[src/logic/iomb_pkg.sv]
// constants and types for the increment / or / move / branch execute block
package iomb_pkg;
   localparam int DATA_W      = 8;
   localparam int ADDR_W      = 7;
   localparam int LIT_W       = 8;
   localparam int TGT_W       = 11;
   localparam int PC_W        = 13;
   localparam int LATCH_W     = 8;
   localparam int LATCH_LO    = 3;   // latch bits copied into pc upper
   localparam int LATCH_HI    = 4;
   localparam logic [DATA_W-1:0] ACC_RST  = 8'h00;
   localparam logic [PC_W-1:0]   PC_RST   = 13'h0000;
   localparam logic              ZERO_RST = 1'b0;

   typedef enum logic [2:0] {
      IOMB_OP_NONE,
      IOMB_OP_INCREMENT_SKIP_ZERO,
      IOMB_OP_UNCONDITIONAL_BRANCH,
      IOMB_OP_OR_LITERAL_ACCUM,
      IOMB_OP_INCREMENT_REG,
      IOMB_OP_OR_ACCUM_REG,
      IOMB_OP_MOVE_REG
   } iomb_op_t;
endpackage

[src/logic/iomb_wb_if.sv]
// write-back bundle between the execute core and the result stage
`timescale 1ns/100ps
`default_nettype none
interface iomb_wb_if;
   logic [7:0] result;     // 8-bit operation result
   logic       to_reg;     // result goes to file register
   logic       to_acc;     // result goes to accumulator
   logic       set_zero;   // zero flag to be updated
   logic       valid;      // one-cycle write-back strobe
   modport src (output result, output to_reg, output to_acc, output set_zero, output valid);
   modport dst (input result, input to_reg, input to_acc, input set_zero, input valid);
endinterface
`default_nettype wire

[src/logic/iomb_exec.sv]
// execute core for increment, skip-increment, or, move and branch
`timescale 1ns/100ps
`default_nettype none
module iomb_exec
(
   // clock and reset
   input  wire logic                          clk_i,
   input  wire logic                          rst_n_i,
   // decoded instruction, one per instruction cycle
   input  wire logic                          instr_valid_i,
   input  wire iomb_pkg::iomb_op_t            op_i,
   input  wire logic                          dest_sel_i,
   input  wire logic [iomb_pkg::ADDR_W-1:0]   reg_addr_i,
   input  wire logic [iomb_pkg::LIT_W-1:0]    literal_i,
   input  wire logic [iomb_pkg::TGT_W-1:0]    branch_target_i,
   // file register and address latch contents
   input  wire logic [iomb_pkg::DATA_W-1:0]   reg_rdata_i,
   input  wire logic [iomb_pkg::LATCH_W-1:0]  upper_address_latch_i,
   // results
   output logic [iomb_pkg::DATA_W-1:0]        acc_o,
   output logic                               zero_o,
   output logic                               reg_we_o,
   output logic [iomb_pkg::ADDR_W-1:0]        reg_waddr_o,
   output logic [iomb_pkg::DATA_W-1:0]        reg_wdata_o,
   output logic [iomb_pkg::PC_W-1:0]          pc_o,
   output logic                               pc_load_o,
   output logic                               squash_o,
   output logic                               busy_o
);
   //--------------------------------------------
   // decode and compute
   //--------------------------------------------
   iomb_wb_if wb ();

   logic [iomb_pkg::DATA_W-1:0] acc_ff;
   logic                        zero_ff;
   logic                        reg_we_ff;
   logic [iomb_pkg::DATA_W-1:0] reg_wdata_ff;
   logic [iomb_pkg::ADDR_W-1:0] reg_waddr_ff;
   logic [iomb_pkg::PC_W-1:0]   pc_ff;
   logic                        pc_load_ff;
   logic                        squash_ff;
   logic                        slot_ff;     // second cycle in progress
   logic                        go;
   logic [iomb_pkg::DATA_W-1:0] incr_val;

   // wrap-around increment
   function automatic logic [7:0] incr8(input logic [7:0] v);
      incr8 = v + 8'h01;
   endfunction

   // a new instruction is taken only outside a filled second slot
   assign go       = instr_valid_i && !slot_ff;
   assign incr_val = incr8(reg_rdata_i);

   // result, routing and zero-flag enables per operation
   always_comb
   begin
      wb.result   = 8'h00;
      wb.to_reg   = 1'b0;
      wb.to_acc   = 1'b0;
      wb.set_zero = 1'b0;
      wb.valid    = go;
      unique case (op_i)
         iomb_pkg::IOMB_OP_INCREMENT_SKIP_ZERO:
         begin
            wb.result = incr_val;
            wb.to_reg = dest_sel_i;
            wb.to_acc = !dest_sel_i;
         end
         iomb_pkg::IOMB_OP_OR_LITERAL_ACCUM:
         begin
            wb.result   = acc_ff | literal_i;
            wb.to_acc   = 1'b1;
            wb.set_zero = 1'b1;
         end
         iomb_pkg::IOMB_OP_INCREMENT_REG:
         begin
            wb.result   = incr_val;
            wb.to_reg   = dest_sel_i;
            wb.to_acc   = !dest_sel_i;
            wb.set_zero = 1'b1;
         end
         iomb_pkg::IOMB_OP_OR_ACCUM_REG:
         begin
            wb.result   = acc_ff | reg_rdata_i;
            wb.to_reg   = dest_sel_i;
            wb.to_acc   = !dest_sel_i;
            wb.set_zero = 1'b1;
         end
         iomb_pkg::IOMB_OP_MOVE_REG:
         begin
            wb.result   = reg_rdata_i;
            wb.to_reg   = dest_sel_i;
            wb.to_acc   = !dest_sel_i;
            wb.set_zero = 1'b1;
         end
         // branch leaves data and flags alone
         iomb_pkg::IOMB_OP_UNCONDITIONAL_BRANCH,
         iomb_pkg::IOMB_OP_NONE:
            wb.valid = 1'b0;
         default:
            wb.valid = 1'b0;
      endcase
   end

   //--------------------------------------------
   // result stage
   //--------------------------------------------
   iomb_wb_stage u_wb
   (
      .clk_i        (clk_i),
      .rst_n_i      (rst_n_i),
      .wb           (wb),
      .acc_ff       (acc_ff),
      .zero_ff      (zero_ff),
      .reg_we_ff    (reg_we_ff),
      .reg_wdata_ff (reg_wdata_ff)
   );

   // write address follows the instruction
   always_ff @(posedge clk_i)
   begin
      if (!rst_n_i)
         reg_waddr_ff <= '0;
      else if (go)
         reg_waddr_ff <= reg_addr_i;
   end

   //--------------------------------------------
   // program counter load for the branch
   //--------------------------------------------
   always_ff @(posedge clk_i)
   begin
      if (!rst_n_i)
      begin
         pc_ff      <= iomb_pkg::PC_RST;
         pc_load_ff <= 1'b0;
      end
      else
      begin
         pc_load_ff <= go && (op_i == iomb_pkg::IOMB_OP_UNCONDITIONAL_BRANCH);
         if (go && (op_i == iomb_pkg::IOMB_OP_UNCONDITIONAL_BRANCH))
            pc_ff <= {upper_address_latch_i[iomb_pkg::LATCH_HI:iomb_pkg::LATCH_LO],
                      branch_target_i};
      end
   end

   //--------------------------------------------
   // second-cycle slot: branch refill or skip
   //--------------------------------------------
   always_ff @(posedge clk_i)
   begin
      if (!rst_n_i)
      begin
         slot_ff   <= 1'b0;
         squash_ff <= 1'b0;
      end
      else if (slot_ff)
      begin
         slot_ff   <= 1'b0;   // empty slot spent, next fetch resumes
         squash_ff <= 1'b0;
      end
      else if (go && op_i == iomb_pkg::IOMB_OP_UNCONDITIONAL_BRANCH)
      begin
         slot_ff   <= 1'b1;
         squash_ff <= 1'b1;
      end
      else if (go && op_i == iomb_pkg::IOMB_OP_INCREMENT_SKIP_ZERO)
      begin
         slot_ff   <= (incr_val == 8'h00);
         squash_ff <= (incr_val == 8'h00);
      end
      else
      begin
         slot_ff   <= 1'b0;
         squash_ff <= 1'b0;
      end
   end

   // outputs straight from flip-flops
   assign acc_o       = acc_ff;
   assign zero_o      = zero_ff;
   assign reg_we_o    = reg_we_ff;
   assign reg_waddr_o = reg_waddr_ff;
   assign reg_wdata_o = reg_wdata_ff;
   assign pc_o        = pc_ff;
   assign pc_load_o   = pc_load_ff;
   assign squash_o    = squash_ff;
   assign busy_o      = slot_ff;
endmodule // iomb_exec
`default_nettype wire

[src/logic/iomb_wb_stage.sv]
// result stage: registers accumulator, zero flag and file register write
`timescale 1ns/100ps
`default_nettype none
module iomb_wb_stage
(
   // clock and reset
   input  wire logic                         clk_i,
   input  wire logic                         rst_n_i,
   // write-back bundle
   iomb_wb_if.dst                            wb,
   // state outputs
   output logic [iomb_pkg::DATA_W-1:0]       acc_ff,
   output logic                              zero_ff,
   output logic                              reg_we_ff,
   output logic [iomb_pkg::DATA_W-1:0]       reg_wdata_ff
);
   // accumulator update
   always_ff @(posedge clk_i)
   begin
      if (!rst_n_i)
         acc_ff <= iomb_pkg::ACC_RST;
      else if (wb.valid && wb.to_acc)
         acc_ff <= wb.result;
   end

   // zero flag, only when set_zero: set on all-zero result, cleared otherwise
   always_ff @(posedge clk_i)
   begin
      if (!rst_n_i)
         zero_ff <= iomb_pkg::ZERO_RST;
      else if (wb.valid && wb.set_zero)
         zero_ff <= (wb.result == 8'h00);
   end

   // file register write port, one-cycle strobe
   always_ff @(posedge clk_i)
   begin
      if (!rst_n_i)
      begin
         reg_we_ff    <= 1'b0;
         reg_wdata_ff <= 8'h00;
      end
      else
      begin
         reg_we_ff    <= wb.valid && wb.to_reg;
         reg_wdata_ff <= wb.result;
      end
   end
endmodule // iomb_wb_stage
`default_nettype wire

[config.mk]
export PLATFORM = sky130hd
export DESIGN_NAME = iomb_exec
export DESIGN_NICKNAME = d
export VERILOG_FILES = /design/src/logic/iomb_pkg.sv /design/src/logic/iomb_wb_if.sv /design/src/logic/iomb_exec.sv /design/src/logic/iomb_wb_stage.sv
export SDC_FILE = /design/constraint.sdc
export NUM_CORES = 1
export LEC_CHECK = 0
export BUFFER_PORTS_ARGS = -buffer_cell sky130_fd_sc_hd__buf_2
export CAP_MARGIN = 10
export CORE_ASPECT_RATIO = 0.6
export CORE_UTILIZATION = 35
export CTS_CLUSTER_SIZE = 40
export DETAILED_ROUTE_END_ITERATION = 6
export PLACE_DENSITY_LB_ADDON = 0.08
export SETUP_SLACK_MARGIN = 0.05
export SLEW_MARGIN = 15
export SYNTH_ARGS = -nofsm -noshare
export SYNTH_HDL_FRONTEND = slang
export SYNTH_SLANG_ARGS = --single-unit
[constraint.sdc]
create_clock -name clk_i -period 2 [get_ports clk_i]
set_input_delay 0.4 -clock clk_i [delete_from_list [all_inputs] [get_ports clk_i]]
set_output_delay 0.4 -clock clk_i [all_outputs]
set_load 0.01 [all_outputs]
# --- Yosys cells after proc, flatten, opt, wreduce, memory -nomap -nowiden ---
# Cells that the tools add are included.
# W data, S select, Z words.
op_classes:
  addsub: 1
  n_eq_ne: 6
  mux: 7
  bitwise_logic: 3
  n_reduce_logical: 15
op_table:
  columns: ["cell", "count"]
  rows:
  - ["$pmux W8 S4", 1]
  - ["$logic_not A8 Y1", 2]
  - ["$or A8 B8 Y8", 2]
  - ["$eq A3 B3 Y1 const B", 3]
  - ["$add A8 B1 Y8 const B", 1]
  - ["$reduce_or A4 Y1", 2]
  - ["$eq A3 B2 Y1 const B", 2]
  - ["$logic_and A1 B1 Y1", 6]
  - ["$mux W1", 5]
  - ["$reduce_or A5 Y1", 1]
  - ["$reduce_or A2 Y1", 2]
  - ["$eq A3 B1 Y1 const B", 1]
  - ["$logic_not A1 Y1", 2]
  - ["$pmux W1 S2", 1]
  - ["$not A1 Y1", 1]
totals:
  reg_bits: 40
  in_bits: 49
  output_inout_bits: 41
  word_cells: 40

# --- Longest topological paths before layout ---
logic_depth:
  word_depth: 5
  depth_mapped: 8
  ltp_nobuf: 7

# --- Hierarchy ---
# A second synthesis with hierarchy kept.
hier_totals:
  hier_cells: 249
  hier_area_um2: 2137.0
by_module_without_submodules:
  columns: ["module", "instances", "cells_each", "area_each_um2", "seq_area_each_um2"]
  rows:
  - ["iomb_exec", 1, 188, 1475.2, 440.4]
  - ["iomb_wb_stage", 1, 61, 661.9, 360.3]

# --- Least setup slack after synthesis ---
# OpenSTA, ideal clock, no wires.
synth_path:
  kind: "input to register"
  from: "input port reg_rdata_i[0] (netlist bit)"
  to: "register u_wb.zero_ff"
  arrival_time_ns: 1.909
  setup_slack_ns: 0.022
  stages: 7
  path_cell_list: "ha_1 a21boi_0 xor2_1 a211oi_2 nand4_1 or4_1 o21ai_1"
synth_via:
  elab_chain_len: 3
synth_lines:
  columns: ["item", "line_no", "rtl"]
  rows:
  - ["start, declared", "iomb_exec.sv:17", "input wire logic [iomb_pkg::DATA_W-1:0] reg_rdata_i,"]
  - ["$add A8 B1 Y8 or $or A8 B8 Y8 (tied branches)", "iomb_exec.sv:49, iomb_exec.sv:86", null]
  - ["$pmux W8 S4 (*)", "iomb_exec.sv:64", "unique case (op_i)"]
  - ["$logic_not A8 Y1 (*)", "iomb_wb_stage.sv:32", "zero_ff <= (wb.result == 8'h00);"]
  - ["end signal, assigned", "iomb_wb_stage.sv:30", "zero_ff <= iomb_pkg::ZERO_RST;"]
  - ["end signal, assigned", "iomb_wb_stage.sv:32", null]
  - ["end, declared", "iomb_wb_stage.sv:13", "output logic zero_ff,"]
# Every way passes the cells marked *; elsewhere a longest branch is shown, timed or not.
# A chain may end at the register's enable or synchronous reset.

# --- Worst setup path after layout ---
# Same ends and word-level chain as after synthesis.

==> key figures <==
Yosys
  • Syn. warnings: 0
  • Syn Inst Count: 255
  • Asr flop ratio synth: 0
  • Register area share after synthesis: 0.407
  • Dominant synthesized flop cell: dfxtp_1
  • Syn_area_per_cell: 7.71 um2
  • EDFF count, synth: 0
  • Synth area leaders: dfxtp_1 (41%), nand2_1 (10%), a21oi_1 (7.9%)
  • Synthesized Nets: 306
  • Synthesized flop and latch total: 40
  • Yosys cell types: 45
  • Mapped Area: 1970 um2
  • Cell taking the most area after synthesis: dfxtp_1
  • Top-area cell type share of the netlist area: 0.407

STA
  • Tcrit/Tclk final: 0.894
  • Max Fclk: 559 MHz
  • Relative slew margins: 0.668
  • Slew @ Worst Pin: 0.498 ns
  • RSZ-0062 raised after global routing: no
  • Setup Viol. Count Final: 0
  • Final min period: 1.79 ns
  • Final Hold Vio Count: 0
  • Worst setup margin: 0.212 ns
  • Final slew viol count: 0
  • Final Skew: 0.00343 ns

Placed design
  • Dpl cell area: 2560 um2
  • RD Place Congestion: 0.883
  • Port Buffers: 83
  • DP HPWL: 4670 um
  • Setup WS pre-CTS: -0.0910 ns

Cells and area
  • Ant diodes: 0
  • Commonest cells after routing, fill and taps aside: buf_2 (83), nand2_1 (53), dfxtp_1 (40)
  • Fillers: 555
  • Final net count: 400
  • Layout area overhead: 35.6%
  • Commonest non-fill, non-tap cell in the layout: buf_2
  • Layout cell share with drive strength beyond 1: 0.329
  • Final non-filler cell area: 2670 um2

Power
  • Peak supply drop: 315 uV
  • Leakage: 1.23 nW
  • PwrDens: 691 nW/um2

Setup path
  • R2r startpoint: u_wb.acc_ff[2]
  • Critical path's top delay family: simple AND/OR/NAND/NOR gates
  • Worst Path Class, Setup: in2reg
  • WP buf/inv: 1
  • Worst Setup SP: reg_rdata_i[0]
  • Required @ worst endpoint: 2.22 ns
  • CP startpoint kind: input pin
  • CP Data Arrival Time: 2.01 ns
  • CP Cell Sequence: buf_2 > ha_1 > a21boi_0 > xor2_1 > a211oi_2 > nand4_1 > or4_1 > o21ai_1
  • Crit path capture type: flip-flop
  • Crit Path Max Fanout: 2
  • Critical-path top delay cell: or4_1
  • CP peak stage delay: 0.50 ns

Clock network
  • Worst-path clk slew: 0.07 ns
  • Clock sinks: 40
  • CTS resizes: 0
  • Buffer levels on the longest clock path: 2
  • Num CTS Buffers: 5
  • Setup repair bufs after CTS: 0
  • Clk Tree Root Cell: clkbuf_8
  • Number of buffers added to fix hold violations after cts: 0
  • H-tree depth: 2
  • CTS tree: done
  • Clk Latency, worst-skew pair: 0.28 ns

Floorplanning
  • Die Area: 5930 um2
  • Core area: 5230 um2
  • FP Rows: 20
  • Die Wd: 98.8 um
  • Initial core utilization: 0.376
  • Die H: 60.1 um
  • # IOs: 90

GRT
  • Overflow after GRT: 0
  • First-pass GRT wire length: 8950 um
  • Initial antenna violation count: 0
  • GRT Total Usage: 0.201
  • Largest net degree at the start of global routing: 21
  • Vias in the first global route: 1781

Detailed routing
  • Post-detailed-route count of antenna-violating nets: 0
  • Routed wl met2: 2290 um
  • Initial DRC count: 95
  • Via count: 2067
  • Metal3 WL: 261 um
  • DRC viols: 0
  • Met1 Wirelength: 3270 um
  • Top routing layer in use: met4
  • Routed WL per cell: 14.1 um
  • Routed WL: 5850 um
  • Pre-antenna DRT Iters: 4
  • Vias per cell: 4.97

Run
  • Max_cap viols: 0

Min path
  • Hold Path Class: in2reg
  • Hold_sp: reg_addr_i[2]

Outcome
  • Status: finished, final reports clean
[final timing paths]
check	end	slack, ns	cells after the start
setup reg to reg	u_wb.zero_ff	0.30	6
setup / recovery	u_wb.zero_ff	0.21	8
hold reg to reg	reg_waddr_o[3]	0.45	2
hold / removal	reg_waddr_o[2]	0.35	3
[sequential cells by signal, summed over array words and instances, names as in the netlist]
register / count
pc_o: 13
u_wb.acc_ff: 8
u_wb.reg_wdata_ff: 8
reg_waddr_o: 7
busy_o: 1
pc_load_o: 1
u_wb.reg_we_ff: 1
u_wb.zero_ff: 1
[kinds of logic after synthesis]
| kind of cell | share of synthesized area |
|---|---|
| compound gates | 0.211 |
| xor+xnor | 0.0401 |
| fa+ha+maj | 0.0127 |
| buf+inv | 0.0503 |
| flops | 0.407 |
| mux | 0.0153 |
| simple gates | 0.263 |
[per-stage QoR]
step | cells | utilization | hold slack (ns) | power, W | TNS [ns]
after detailed placement | 408 | 0.489 | 0.444 | 0.00122 | -0.0910
after global routing | 416 | 0.510 | 0.330 | 0.00193 | 0
after CTS | 416 | 0.510 | 0.339 | 0.00186 | 0
final | 416 | 0.510 | 0.346 | 0.00184 | 0
after global placement | 408 | 0.489 | 0.439 | 0.00122 | -0.0695
after floorplan | 255 | - | 0.481 | 0.00105 | 0
[report_power, final]
part / switching, W / leakage, nW / internal [W]
logic: 0.000199 / 0.846 / 0.000158
clock network: 0.000267 / 0.0552 / 0.000370
registers: 0.0000183 / 0.326 / 0.000831
[synthesized netlist by cell type, types with 2 or more instances]
library cell / n
nand4_1: 4
nand3_1: 5
a211oi_1: 6
o21ai_0: 5
o211ai_1: 2
nor3_1: 5
nor2_1: 23
xor2_1: 4
inv_1: 3
mux2i_1: 3
a21boi_0: 4
nand2b_1: 5
a21oi_1: 31
clkbuf_1: 12
ha_1: 2
o22ai_1: 2
o21ai_1: 2
nand3b_1: 3
and3_1: 3
xnor2_1: 5
buf_2: 4
nand2_1: 53
dfxtp_1: 40
nor2b_1: 5
a22o_1: 4
[routing by layer]
| metal | vias up | global-route usage |
|---|---|---|
| met4 | 0 | 0.0448 |
| li1 | 1065 | - |
| met5 | - | 0 |
| met1 | 952 | 0.315 |
| met3 | 2 | 0.0456 |
| met2 | 48 | 0.273 |
[area by class of cell]
cell class | instances | area, um2 | area share
multi-input combinational | 193 | 1070 | 0.400
sequential | 40 | 801 | 0.300
timing repair buffer | 105 | 593 | 0.222
tap | 66 | 82.6 | 0.0310
clock buffer | 6 | 72.6 | 0.0272
clock inverter | 2 | 35.0 | 0.0131
inverter | 4 | 15.0 | 0.00563
[tightest hold or removal path: cells and delay by family]
family	cells	cell delay, ns
AO/OA/AOI/OAI	1	0.05
AND/OR/NAND/NOR	1	0.04
buffers and inverters	1	0.10
Power figures use the tool's default switching activity.
